`src/vpit_map.svh`:
```
// Purpose: Constants for the vectored priority interrupt table
// Assumes: Included by bare name
// Notes:   Vector numbers, fixed levels, table geometry
`ifndef VPIT_MAP_SVH
`define VPIT_MAP_SVH

`define VPIT_NUM_VEC        50
`define VPIT_VEC_W          6
`define VPIT_LVL_W          2
`define VPIT_ADDR_W         21
`define VPIT_BASE_W         16
`define VPIT_BASE_SHIFT     8
`define VPIT_ENTRY_WORDS    2
`define VPIT_REACH_BITS     19
`define VPIT_BASE_RST       16'h0000
`define VPIT_LVL_RST        2'h0

// Fixed core exceptions
`define VPIT_VEC_ILLEGAL    6'h02
`define VPIT_VEC_SWI3       6'h03
`define VPIT_VEC_STACK_OVF  6'h04
`define VPIT_VEC_MISALIGN   6'h05
// Debug port
`define VPIT_VEC_DBG_STEP   6'h06
`define VPIT_VEC_DBG_BRK0   6'h07
`define VPIT_VEC_DBG_TRACE  6'h09
`define VPIT_VEC_DBG_TXE    6'h0a
`define VPIT_VEC_DBG_RXF    6'h0b
// Software interrupts 2..0
`define VPIT_VEC_SWI2       6'h0e
`define VPIT_VEC_SWI1       6'h0f
`define VPIT_VEC_SWI0       6'h10
// External, supply, clock
`define VPIT_VEC_IRQ_A      6'h11
`define VPIT_VEC_IRQ_B      6'h12
`define VPIT_VEC_LVD        6'h14
`define VPIT_VEC_CLK_SYN    6'h15
// Flash controller
`define VPIT_VEC_FL_ERR     6'h16
`define VPIT_VEC_FL_DONE    6'h17
`define VPIT_VEC_FL_EMPTY   6'h18
// CAN and GPIO ranges
`define VPIT_VEC_CAN_LO     6'h1a
`define VPIT_VEC_CAN_HI     6'h1d
`define VPIT_VEC_GPIO_LO    6'h1e
`define VPIT_VEC_GPIO_HI    6'h23
// Synchronous serial
`define VPIT_VEC_SS1_LO     6'h26
`define VPIT_VEC_SS1_HI     6'h27
`define VPIT_VEC_SS0_LO     6'h28
`define VPIT_VEC_SS0_HI     6'h29
// Async serial 1
`define VPIT_VEC_AS1_TXE    6'h2a
`define VPIT_VEC_AS1_TXI    6'h2b
`define VPIT_VEC_AS1_RXE    6'h2d
`define VPIT_VEC_AS1_RXF    6'h2e
// Quadrature decoders
`define VPIT_VEC_QD1_HOME   6'h2f
`define VPIT_VEC_QD1_INDEX  6'h30
`define VPIT_VEC_QD0_HOME   6'h31

// Fixed levels
`define VPIT_LVL_3          2'h3
`define VPIT_LVL_2          2'h2
`define VPIT_LVL_1          2'h1
`define VPIT_LVL_0          2'h0

`endif

```
`src/vpit_pkg.sv`:
```
// Purpose: Types for the vectored priority interrupt table
// Assumes: vpit_map.svh constants
// Notes:   Level range classes per vector
package vpit_pkg;

  // Allowed level range of a vector
  typedef enum logic [2:0] {
    VPIT_RANGE_NONE,
    VPIT_RANGE_FIX3,
    VPIT_RANGE_FIX2,
    VPIT_RANGE_FIX1,
    VPIT_RANGE_FIX0,
    VPIT_RANGE_1_3,
    VPIT_RANGE_0_2
  } vpit_range_t;

  typedef logic [1:0] vpit_level_t;
  typedef logic [5:0] vpit_vector_t;

endpackage

```
`src/vpit_top.sv`:
```
// Purpose: Vectored interrupt prioritisation and fetch address generation
// Assumes: Sources are level requests synchronous to sys_clk_i
// Notes:   Table entries are filled by software, not by this block
`timescale 1ns/1ps
`include "vpit_map.svh"

module vpit_top #(
  parameter int NUM_VEC = `VPIT_NUM_VEC
) (
  // Clock and reset
  input  wire logic                      sys_clk_i,
  input  wire logic                      srst_i,
  // Core exceptions
  input  wire logic                      illegal_instr_i,
  input  wire logic                      swi3_i,
  input  wire logic                      stack_overflow_i,
  input  wire logic                      misaligned_i,
  // Software interrupts 2..0
  input  wire logic                      swi2_i,
  input  wire logic                      swi1_i,
  input  wire logic                      swi0_i,
  // Debug port
  input  wire logic                      debug_port_step_i,
  input  wire logic                      debug_port_brk0_i,
  input  wire logic                      debug_port_trace_i,
  input  wire logic                      debug_port_tx_empty_i,
  input  wire logic                      debug_port_rx_full_i,
  // External, supply and clock
  input  wire logic                      external_irq_pin_a_i,
  input  wire logic                      external_irq_pin_b_i,
  input  wire logic                      low_voltage_detect_i,
  input  wire logic                      clock_synth_i,
  // Flash controller
  input  wire logic                      flash_controller_err_i,
  input  wire logic                      flash_controller_done_i,
  input  wire logic                      flash_controller_empty_i,
  // CAN: bus-off, error, wake-up, message buffer
  input  wire logic [3:0]                can_irq_i,
  // GPIO ports, bit 0 is port A
  input  wire logic [5:0]                gpio_port_event_i,
  // Sync serial: bit 0 receiver full, bit 1 transmitter empty
  input  wire logic [1:0]                sync_serial_1_i,
  input  wire logic [1:0]                sync_serial_0_i,
  // Async serial 1
  input  wire logic                      async_serial_1_tx_empty_i,
  input  wire logic                      async_serial_1_tx_idle_i,
  input  wire logic                      async_serial_1_rx_error_i,
  input  wire logic                      async_serial_1_rx_full_i,
  // Quadrature decoders
  input  wire logic                      quad_decoder_1_home_i,
  input  wire logic                      quad_decoder_1_index_i,
  input  wire logic                      quad_decoder_0_home_i,
  // Software configuration
  input  wire logic [`VPIT_BASE_W-1:0]   vector_table_base_i,
  input  wire logic [NUM_VEC*2-1:0]      level_cfg_i,
  // Core side
  input  wire logic                      irq_ack_i,
  output logic                           irq_req_o,
  output vpit_pkg::vpit_vector_t         irq_vector_o,
  output vpit_pkg::vpit_level_t          irq_level_o,
  output logic [`VPIT_ADDR_W-1:0]        irq_fetch_addr_o
);
  import vpit_pkg::*;

  logic [NUM_VEC-1:0]          raw_pend;
  logic [NUM_VEC-1:0]          pend;
  logic [NUM_VEC-1:0]          valid_vec;
  logic [NUM_VEC*2-1:0]        eff_level;
  logic [`VPIT_BASE_W-1:0]     base_q;
  logic                        hit;
  vpit_vector_t                win_vec;
  vpit_level_t                 win_lvl;
  logic [`VPIT_ADDR_W-1:0]     addr_d;

  // ****************************************
  // Fetch address of a vector
  // ****************************************
  function automatic logic [`VPIT_ADDR_W-1:0] vpit_addr(
    input logic [`VPIT_BASE_W-1:0] base,
    input vpit_vector_t            vec
  );
    logic [`VPIT_ADDR_W-1:0] b;
    logic [`VPIT_ADDR_W-1:0] off;
    b   = {{(`VPIT_ADDR_W-`VPIT_BASE_W){1'b0}}, base};
    off = {{(`VPIT_ADDR_W-`VPIT_VEC_W){1'b0}}, vec};
    vpit_addr = `VPIT_ADDR_W'((b << `VPIT_BASE_SHIFT) + off * `VPIT_ENTRY_WORDS);
  endfunction

  // ****************************************
  // Source to vector slot mapping
  // ****************************************
  always_comb begin
    raw_pend = '0;
    raw_pend[`VPIT_VEC_ILLEGAL]   = illegal_instr_i;
    raw_pend[`VPIT_VEC_SWI3]      = swi3_i;
    raw_pend[`VPIT_VEC_STACK_OVF] = stack_overflow_i;
    raw_pend[`VPIT_VEC_MISALIGN]  = misaligned_i;
    raw_pend[`VPIT_VEC_DBG_STEP]  = debug_port_step_i;
    raw_pend[`VPIT_VEC_DBG_BRK0]  = debug_port_brk0_i;
    raw_pend[`VPIT_VEC_DBG_TRACE] = debug_port_trace_i;
    raw_pend[`VPIT_VEC_DBG_TXE]   = debug_port_tx_empty_i;
    raw_pend[`VPIT_VEC_DBG_RXF]   = debug_port_rx_full_i;
    raw_pend[`VPIT_VEC_SWI2]      = swi2_i;
    raw_pend[`VPIT_VEC_SWI1]      = swi1_i;
    raw_pend[`VPIT_VEC_SWI0]      = swi0_i;
    raw_pend[`VPIT_VEC_IRQ_A]     = external_irq_pin_a_i;
    raw_pend[`VPIT_VEC_IRQ_B]     = external_irq_pin_b_i;
    raw_pend[`VPIT_VEC_LVD]       = low_voltage_detect_i;
    raw_pend[`VPIT_VEC_CLK_SYN]   = clock_synth_i;
    raw_pend[`VPIT_VEC_FL_ERR]    = flash_controller_err_i;
    raw_pend[`VPIT_VEC_FL_DONE]   = flash_controller_done_i;
    raw_pend[`VPIT_VEC_FL_EMPTY]  = flash_controller_empty_i;
    raw_pend[`VPIT_VEC_CAN_HI:`VPIT_VEC_CAN_LO] = can_irq_i;
    for (int p = 0; p < 6; p++) begin
      raw_pend[`VPIT_VEC_GPIO_HI - p] = gpio_port_event_i[p];
    end
    raw_pend[`VPIT_VEC_SS1_HI:`VPIT_VEC_SS1_LO] = sync_serial_1_i;
    raw_pend[`VPIT_VEC_SS0_HI:`VPIT_VEC_SS0_LO] = sync_serial_0_i;
    raw_pend[`VPIT_VEC_AS1_TXE]   = async_serial_1_tx_empty_i;
    raw_pend[`VPIT_VEC_AS1_TXI]   = async_serial_1_tx_idle_i;
    raw_pend[`VPIT_VEC_AS1_RXE]   = async_serial_1_rx_error_i;
    raw_pend[`VPIT_VEC_AS1_RXF]   = async_serial_1_rx_full_i;
    raw_pend[`VPIT_VEC_QD1_HOME]  = quad_decoder_1_home_i;
    raw_pend[`VPIT_VEC_QD1_INDEX] = quad_decoder_1_index_i;
    raw_pend[`VPIT_VEC_QD0_HOME]  = quad_decoder_0_home_i;
  end

  // ****************************************
  // Level assignment and validity
  // ****************************************
  // Per-source levels: fixed for core exceptions and software interrupts, assignable for the rest
  vpit_level_map #(
    .NUM_VEC     (NUM_VEC)
  ) u_level_map (
    .req_level_i (level_cfg_i),
    .eff_level_o (eff_level),
    .valid_vec_o (valid_vec)
  );

  assign pend = raw_pend & valid_vec;

  // ****************************************
  // Priority selection
  // ****************************************
  vpit_arbiter #(
    .NUM_VEC (NUM_VEC)
  ) u_arbiter (
    .pend_i  (pend),
    .level_i (eff_level),
    .hit_o   (hit),
    .vec_o   (win_vec),
    .lvl_o   (win_lvl)
  );

  // ****************************************
  // Table base register
  // ****************************************
  // Software-written base
  always_ff @(posedge sys_clk_i) begin
    if (srst_i) begin
      base_q <= `VPIT_BASE_RST;
    end else begin
      base_q <= vector_table_base_i;
    end
  end

  assign addr_d = vpit_addr(base_q, win_vec);

  // ****************************************
  // Core request outputs
  // ****************************************
  // Vector, address with request
  always_ff @(posedge sys_clk_i) begin
    if (srst_i) begin
      irq_req_o        <= 1'b0;
      irq_vector_o     <= '0;
      irq_level_o      <= `VPIT_LVL_RST;
      irq_fetch_addr_o <= '0;
    end else if (irq_ack_i && irq_req_o) begin
      irq_req_o        <= 1'b0;
      irq_vector_o     <= '0;
      irq_level_o      <= `VPIT_LVL_RST;
      irq_fetch_addr_o <= '0;
    end else begin
      irq_req_o        <= hit;
      irq_vector_o     <= hit ? win_vec : '0;
      irq_level_o      <= hit ? win_lvl : `VPIT_LVL_RST;
      irq_fetch_addr_o <= hit ? addr_d : '0;
    end
  end

endmodule

```
`src/vpit_level_map.sv`:
```
// Purpose: Per-vector effective level and validity
// Assumes: Level requests come from the software-side level fields
// Notes:   Out-of-range requests are clamped into the allowed range
`timescale 1ns/1ps
`include "vpit_map.svh"

module vpit_level_map #(
  parameter int NUM_VEC = `VPIT_NUM_VEC
) (
  // Requested levels
  input  wire logic [NUM_VEC*2-1:0] req_level_i,
  // Effective levels and validity
  output logic      [NUM_VEC*2-1:0] eff_level_o,
  output logic      [NUM_VEC-1:0]   valid_vec_o
);
  import vpit_pkg::*;

  // ****************************************
  // Range class of each vector
  // ****************************************
  function automatic vpit_range_t vpit_range(input int unsigned v);
    vpit_vector_t n;
    n = v[5:0];
    if (n < `VPIT_VEC_ILLEGAL) begin
      vpit_range = VPIT_RANGE_NONE;
    end else if (n <= `VPIT_VEC_MISALIGN) begin
      vpit_range = VPIT_RANGE_FIX3;
    end else if (n == `VPIT_VEC_DBG_STEP || n == `VPIT_VEC_DBG_BRK0 ||
                 n == `VPIT_VEC_DBG_TRACE || n == `VPIT_VEC_DBG_TXE ||
                 n == `VPIT_VEC_DBG_RXF) begin
      vpit_range = VPIT_RANGE_1_3;
    end else if (n == `VPIT_VEC_SWI2) begin
      vpit_range = VPIT_RANGE_FIX2;
    end else if (n == `VPIT_VEC_SWI1) begin
      vpit_range = VPIT_RANGE_FIX1;
    end else if (n == `VPIT_VEC_SWI0) begin
      vpit_range = VPIT_RANGE_FIX0;
    end else if (n == `VPIT_VEC_IRQ_A || n == `VPIT_VEC_IRQ_B ||
                 n == `VPIT_VEC_LVD || n == `VPIT_VEC_CLK_SYN ||
                 (n >= `VPIT_VEC_FL_ERR && n <= `VPIT_VEC_FL_EMPTY) ||
                 (n >= `VPIT_VEC_CAN_LO && n <= `VPIT_VEC_GPIO_HI) ||
                 (n >= `VPIT_VEC_SS1_LO && n <= `VPIT_VEC_AS1_TXI) ||
                 (n >= `VPIT_VEC_AS1_RXE && n <= `VPIT_VEC_QD0_HOME)) begin
      vpit_range = VPIT_RANGE_0_2;
    end else begin
      vpit_range = VPIT_RANGE_NONE;
    end
  endfunction

  // ****************************************
  // Clamp each level into its range
  // ****************************************
  always_comb begin
    vpit_level_t rq;
    rq = `VPIT_LVL_0;
    for (int v = 0; v < NUM_VEC; v++) begin
      rq = req_level_i[v*2 +: 2];
      valid_vec_o[v] = 1'b1;
      case (vpit_range(v))
        VPIT_RANGE_FIX3: eff_level_o[v*2 +: 2] = `VPIT_LVL_3;
        VPIT_RANGE_FIX2: eff_level_o[v*2 +: 2] = `VPIT_LVL_2;
        VPIT_RANGE_FIX1: eff_level_o[v*2 +: 2] = `VPIT_LVL_1;
        VPIT_RANGE_FIX0: eff_level_o[v*2 +: 2] = `VPIT_LVL_0;
        VPIT_RANGE_1_3: eff_level_o[v*2 +: 2] = (rq == `VPIT_LVL_0) ? `VPIT_LVL_1 : rq;
        VPIT_RANGE_0_2: eff_level_o[v*2 +: 2] = (rq == `VPIT_LVL_3) ? `VPIT_LVL_2 : rq;
        default: begin
          eff_level_o[v*2 +: 2] = `VPIT_LVL_0;
          valid_vec_o[v] = 1'b0;
        end
      endcase
    end
  end

endmodule

```
`src/vpit_arbiter.sv`:
```
// Purpose: Level-then-vector priority selection
// Assumes: Pending bits already masked by validity
// Notes:   Purely combinational
`timescale 1ns/1ps
`include "vpit_map.svh"

module vpit_arbiter #(
  parameter int NUM_VEC = `VPIT_NUM_VEC
) (
  // Requests
  input  wire logic [NUM_VEC-1:0]   pend_i,
  input  wire logic [NUM_VEC*2-1:0] level_i,
  // Winner
  output logic                      hit_o,
  output vpit_pkg::vpit_vector_t    vec_o,
  output vpit_pkg::vpit_level_t     lvl_o
);
  import vpit_pkg::*;

  // ****************************************
  // Scan levels high to low
  // ****************************************
  always_comb begin
    hit_o = 1'b0;
    vec_o = '0;
    lvl_o = `VPIT_LVL_0;
    for (int l = 3; l >= 0; l--) begin
      for (int v = NUM_VEC - 1; v >= 0; v--) begin
        if (!hit_o && pend_i[v] && level_i[v*2 +: 2] == l[1:0]) begin
          vec_o = v[5:0];
          lvl_o = l[1:0];
        end
      end
      if (!hit_o) begin
        for (int v = 0; v < NUM_VEC; v++) begin
          if (pend_i[v] && level_i[v*2 +: 2] == l[1:0]) begin
            hit_o = 1'b1;
          end
        end
      end
    end
  end

endmodule

```
`config.mk`:
```
export PLATFORM = sky130hd
export DESIGN_NAME = vpit_top
export DESIGN_NICKNAME = d
export VERILOG_FILES = /design/src/vpit_pkg.sv /design/src/vpit_top.sv /design/src/vpit_level_map.sv /design/src/vpit_arbiter.sv
export VERILOG_INCLUDE_DIRS = /design/src
export SDC_FILE = /design/constraint.sdc
export NUM_CORES = 1
export LEC_CHECK = 0
export ABC_AREA = 1
export BUFFER_PORTS_ARGS = -buffer_cell sky130_fd_sc_hd__buf_4
export CORE_MARGIN = 1.5
export CORE_UTILIZATION = 48
export CTS_CLUSTER_SIZE = 12
export DETAILED_ROUTE_END_ITERATION = 8
export MAX_ROUTING_LAYER = met4
export PLACE_DENSITY = 0.83
export SYNTH_ARGS = -nofsm -noshare
export SYNTH_HDL_FRONTEND = slang
export SYNTH_SLANG_ARGS = --single-unit
```
`constraint.sdc`:
```
create_clock -name sys_clk_i -period 5.1 [get_ports sys_clk_i]
set_clock_uncertainty 0.05 [all_clocks]
set_input_delay 0 -clock sys_clk_i [delete_from_list [all_inputs] [get_ports sys_clk_i]]
set_output_delay 0 -clock sys_clk_i [all_outputs]
set_load 0.1 [all_outputs]
```
==> metrics.txt, run 1 <==
global-route wire length before repair=25350 um; GR Util All Layers=38.93%; Critical Path Sink=irq_vector_o[0]; CP top delay family=simple AND/OR/NAND/NOR gates; Data required, critical path=5.28 ns; Initial Util=49.73%; CTS Buf Count=5; Port Buffers=149; Mean Syn Cell Area=5.277 um^2; mean routed wirelength per cell=16.15 um; Power Dens Cells=174.0 nW/um^2; final setup fails=0; H-tree levels=2; Worst-Margin Slew=0.6156 ns; Worst setup EP type=flop; worst hold path type=in2reg; Tmin final=4.728 ns; max_slew headroom=58.53%; Yosys top cell area share=24.20%; largest net degree at the start of global routing=32; final hold slack=0.09440 ns; Post-Synthesis Cells=732; GP Congestion=1.138; DR vias=5671; final net count=1085; worst r2r dst=irq_level_o[0]; Compound-Gate Fraction of Synth Area=13.64%; post-route clock period utilization=92.71%; die width=92.71 um; largest family of logic cells by synthesized area=simple AND/OR/NAND/NOR gates; Synth area leader=nand2_1; initial antenna violation count=0; First-pass DRT Iterations=6; CP Max Fanout=6; Max Clk Rate=0.2115 GHz; Final Hold Viols=0; vias per std cell=5.511; Primary FF master, synth=dfxtp_1; CTS Root Cell=clkbuf_8; clock slew at reported path FFs=0.08 ns; Die H=92.71 um; Setup TNS=0 ns; status=complete, no violations; worst-skew pair later-pin latency=0.29 ns; share of cells above drive strength 1=23.62%; num rows=32; asr flop ratio synth=0%; Post-synth EDFFs=0; clk sink count=35; synthesized area=3862 um^2; GRT Residual Overflow=0; Setup CP Type=in2reg; drt total wl=16620 um; Synth Register Bits=35; static power due to leakage=3.049 nW; RSZ-0062 raised after global routing=yes; Iter 0 DRT Violations=716; Post-Place Setup Slack=0.2032 ns; Max Cap Violations=0; vias in the first global route=5245; Crit path depth=88; FF-to-FF Start=irq_req_o; DPL Wire Length=13180 um; Residual DRC=0; most used cell, CP=nand2_1; setup slack after layout=0.3716 ns; Max stage delay on crit path=0.20 ns; synth unique cells=42; CTS tree=done; R2R depth=9; crit path max-delay cell type=nor2_8; Yosys Warn Count=0; Routed Antenna Nets=0; total chip power=985.4 uW; n_diodes=0; critical path launch point type=primary input; Crit path arrival time=4.91 ns; CP startpoint=level_cfg_i[12]; core area=7767 um^2; Reg2Reg Setup Slack=2.93 ns; CTS max path bufs=2; multiplexer share of the synthesized area=0%; Area contributors post-synth=nand2_1, dfxtp_1, nor2_1; Synth Area in XOR/XNOR=0%; sequential area share after synthesis=18.14%; Layout area overhead=46.61%; Max IR drop VDD=135.3 uV; I/O pin count=189; Core Util, Final=72.91%; Adder-Cell Fraction of Synth Area=0%; max-slew violation count=0; Post-Synth Simple-Gate Area=55.07%; worst path bufs/invs=4; DIE AREA=8594 um^2
cells in the mapped netlist (2+ instances only):
cell      number
a21boi_1       2
a21oi_1       19
a31oi_1        5
and3_1         4
buf_2          8
buf_4          8
clkbuf_1       6
dfxtp_1       35
inv_1         89
inv_2          7
nand2_1      249
nand3_1       27
nand3_2        4
nand3_4        2
nand4_1       19
nor2_1       111
nor2_2         4
nor2_4         2
nor3_1        29
nor3b_1       10
nor4_1        14
o211ai_1       7
o21ai_0       42
o21ai_1        5
o31ai_1        4
or2_2          3
or4_1          2
cells by family (layout without fill, tap and decap cells):
kind of cell           Yosys count  after routing
AND/OR/NAND/NOR                483            483
buffers and inverters          121            315
AO/OA/AOI/OAI                   92             92
flip-flops                      35             35
other                            1              2
layer usage:
metal  routed length [um]  up-vias  part of all wire [%]  global-route usage, %
met1                 6365     2445                    38                  47.73
met2                 7539      425                    45                  63.73
met4                  705        0                   4.2                  15.40
met5                    0        -                     0                      -
li1                     -     2741                     -                      -
met3                 2011       60                    12                  6.568
through the flow:
stage,area [um^2],cells
finish,5663,1029
global route,5663,1029
CTS,5579,1025
detailed placement,5196,990
global placement,5196,990
floorplan,3866,733
sequential cells by signal, indices dropped and copies added (netlist names):
register	flops
irq_fetch_addr_o	14
irq_level_o	2
irq_req_o	1
base_q	13
irq_vector_o	5
cell type report:
class                      count  area [um^2]
timing repair buffer         208         1629
inverter                      98        377.9
fill                         673         2105
sequential                    35        700.7
clock buffer                   5        68.82
multi-input combinational    577         2709
tap                          102        127.6
clock inverter                 3        43.79
timing repair inverter         1        6.256
where the power goes:
| part | leakage [nW] | total [mW] | internal (mW) | switching [mW] |
|---|---|---|---|---|
| Clock | 0.0581 | 0.257 | 0.146 | 0.112 |
| Combinational | 2.70 | 0.435 | 0.162 | 0.273 |
| Sequential | 0.289 | 0.293 | 0.288 | 0.00588 |
| Total | 3.05 | 0.985 | 0.595 | 0.390 |
worst min-delay path by stage:
stage / start / endpoint / slack (ns) / depth (start not counted)
2_1_floorplan: srst_i / base_q[1] / 0.02 / 1
4_1_cts: clock_synth_i / irq_vector_o[0] / 0.07 / 5
3_3_place_gp: vector_table_base_i[6] / base_q[6] / 0.15 / 3
5_1_grt: clock_synth_i / irq_vector_o[0] / 0.11 / 5
6_report: clock_synth_i / irq_vector_o[0] / 0.09 / 5
3_5_place_dp: vector_table_base_i[6] / base_q[6] / 0.17 / 3
worst register-to-register path: stages (launching register included):
cell and delay (ns):
dfxtp_1 0.32, a21oi_1 0.19, nand2_1 0.38, inv_1 0.22
o211ai_1 0.16, nor3_1 0.31, inv_1 0.13, nor2_1 0.10
nand4_1 0.11, nor2_1 0.13
layout by cell type, fill, tap and decap left out, drive strengths merged:
cell type	n
or4	2
nor3	29
nand2	250
nor3b	10
a311oi	1
a41o	1
dfxtp	35
dlygate4sd3	27
clkinv	3
o31ai	4
or2	3
buf	181
and2	1
a21oi	20
o21ai	47
conb	2
a21boi	2
o21a	1
a31oi	5
o22ai	1
nand4	19
nand3	33
and3	4
clkbuf	5
a32oi	1
inv	98
o211ai	7
bufinv	1
o311ai	1
nor2	118
nor4	14
o2111ai	1
repair_timing:
action                                  in CTS  in global routing
gates resized for setup                      0                 12
hold buffers                                27                  0
endpoints found under the setup margin       0                  1
setup buffers                                0                  3
endpoints found under the hold margin       14                  0
No activity file was read; power rests on OpenSTA's default activity.
==> run 2: changes to the inputs <==
CORE_UTILIZATION = 51   (was 48)
PLACE_DENSITY = 0.87   (was 0.83)
clock period = 6.05 ns   (was 5.1 ns; I/O delays follow)
==> run 2 against run 1 <==
The run now ends with design-rule violations left. First-iteration DRC count shrank 29%. Global-route usage grew 1.5 points. Non-clock buffer count shrank 25. Register-to-register slack gained 0.94 ns. Sequential power shrank 15%. Critical path type unchanged. Largest cell class unchanged.
==> metrics.txt, run 2 (synthesized netlist as in run 1, its figures left out) <==
status=finished, violations left; failing checks=design-rule violations; Layout area overhead=41.37%; Max Clk Rate=0.1853 GHz; Max stage delay on crit path=0.19 ns; total chip power=828.7 uW; clock slew at reported path FFs=0.08 ns; DP Cell Count=961; Multi-input gate area=2696 um^2; fillers=604; Hold Path Stages=5; Comb power frac=44.0%; DPL Wire Length=12500 um; Worst setup EP type=flop; worst-skew pair later-pin latency=0.28 ns; DR vias=5733; CTS max path bufs=2; most frequent cells in the layout=nand2_1, buf_4, nor2_1; final net count=1059; largest net degree at the start of global routing=42; Largest register FFs=14; part of the power in registers=29.9%; post-route clock period utilization=89.19%; Worst-Margin Slew=0.9684 ns; Max IR drop VDD=102.5 uV; initial antenna violation count=0; most used cell, CP=nand2_1; I/O pin count=189; Final Hold Viols=0; Iter 0 DRT Violations=511; Sw Share=40.10%; static power due to leakage=2.925 nW; Port Buffers=149; CP top delay family=simple AND/OR/NAND/NOR gates; num rows=31; GRT Residual Overflow=0; H-tree levels=2; register with the most flip-flops=irq_fetch_addr_o; most common cell after layout, fill and taps aside=nand2_1; max_slew headroom=35.04%; flip-flop and latch area=700.7 um^2; Tmin final=5.396 ns; vias per std cell=5.733; Setup CP Type=in2reg; First-pass DRT Iterations=9; R2R depth=9; crit path max-delay cell type=nor2_8; Routed Antenna Nets=0; critical path launch point type=primary input; core area=7292 um^2; vias in the first global route=5436; final setup fails=0; worst r2r dst=irq_level_o[0]; CTS Buf Count=5; clk sink count=35; Data required, critical path=6.22 ns; GP Congestion=1.007; CTS Root Cell=clkbuf_8; DIE AREA=8105 um^2; worst path bufs/invs=4; Reg2Reg Setup Slack=3.87 ns; FF-to-FF Start=irq_req_o; Die H=90.03 um; Net Sw Power=332.3 uW; Core Util, Final=74.88%; Finished Layout Cells=1000; Residual DRC=1; hold endpoint=irq_vector_o[0]; Worst Hold Launch=clock_synth_i; top flop regs=irq_fetch_addr_o x14, base_q x13, irq_vector_o x5; mean routed wirelength per cell=16.41 um; CTS tree=done; die width=90.03 um; Power Dens Cells=151.8 nW/um^2; n_diodes=0; global-route wire length before repair=25730 um; CP Max Fanout=13; drt total wl=16410 um; clock power share=26.1%; Max Cap Violations=0; max-slew violation count=0; Initial Util=52.97%; Internal=496.4 uW; share of cells above drive strength 1=21.86%; GR Util All Layers=40.40%; worst hold path type=in2reg; Crit path arrival time=5.57 ns
run 2: area by class of cell:
class	count	area share (%)
inverter	98	6.829
tap	99	2.269
sequential	35	12.83
clock buffer	5	1.260
clock inverter	3	0.8020
timing repair buffer	183	26.63
multi-input combinational	577	49.38
run 2: power groups by stage:
stage,registers [mW],clock network (mW),logic (mW)
after global routing,0.249,0.228,0.387
after global placement,0.251,0,0.327
after floorplan,0.306,0,0.147
after detailed placement,0.252,0,0.333
after CTS,0.247,0.212,0.348
final,0.248,0.216,0.365
run 2: worst min-delay path, cell delays in order:
cell and delay (ns):
buf_4 0.13, nand2_1 0.08, nand2_2 0.06, nand2_1 0.07
a21oi_2 0.05
run 2: metrics by stage:
step	setup TNS (ns)	cell area, um^2	setup WS [ns]	hold WS [ns]
2_1_floorplan	0	3866	1.803	0.02118
3_3_place_gp	0	4997	0.4306	0.1503
3_5_place_dp	0	4997	0.3103	0.1577
4_1_cts	0	5380	0.5825	0.09185
5_1_grt	-0.01568	5460	-0.01568	0.1174
6_report	0	5460	0.6541	0.08869
run 2: metal layers:
metal / up-vias / global-route usage [%] / share of wire, %
met5: - / - / 0
met4: 0 / 21.03 / 5.3
met3: 91 / 7.699 / 10
met2: 446 / 67.99 / 47
met1: 2510 / 45.33 / 38
li1: 2686 / - / -
run 2: worst max path at each step:
stage,startpoint,end,slack (ns),depth (start not counted)
global placement,level_cfg_i[14],irq_vector_o[0],0.43,88
CTS,level_cfg_i[14],irq_vector_o[0],0.58,88
floorplan,stack_overflow_i,irq_vector_o[0],1.80,84
global route,debug_port_step_i,irq_vector_o[0],-0.02,89
finish,level_cfg_i[14],irq_vector_o[0],0.65,88
detailed placement,stack_overflow_i,irq_vector_o[0],0.31,86
run 2: what timing repair did:
item	in CTS	in global routing
endpoints found under the hold margin	14	0
hold buffers	27	0
buffers inserted	0	4
resized for setup	0	11
setup endpoints to repair	0	1
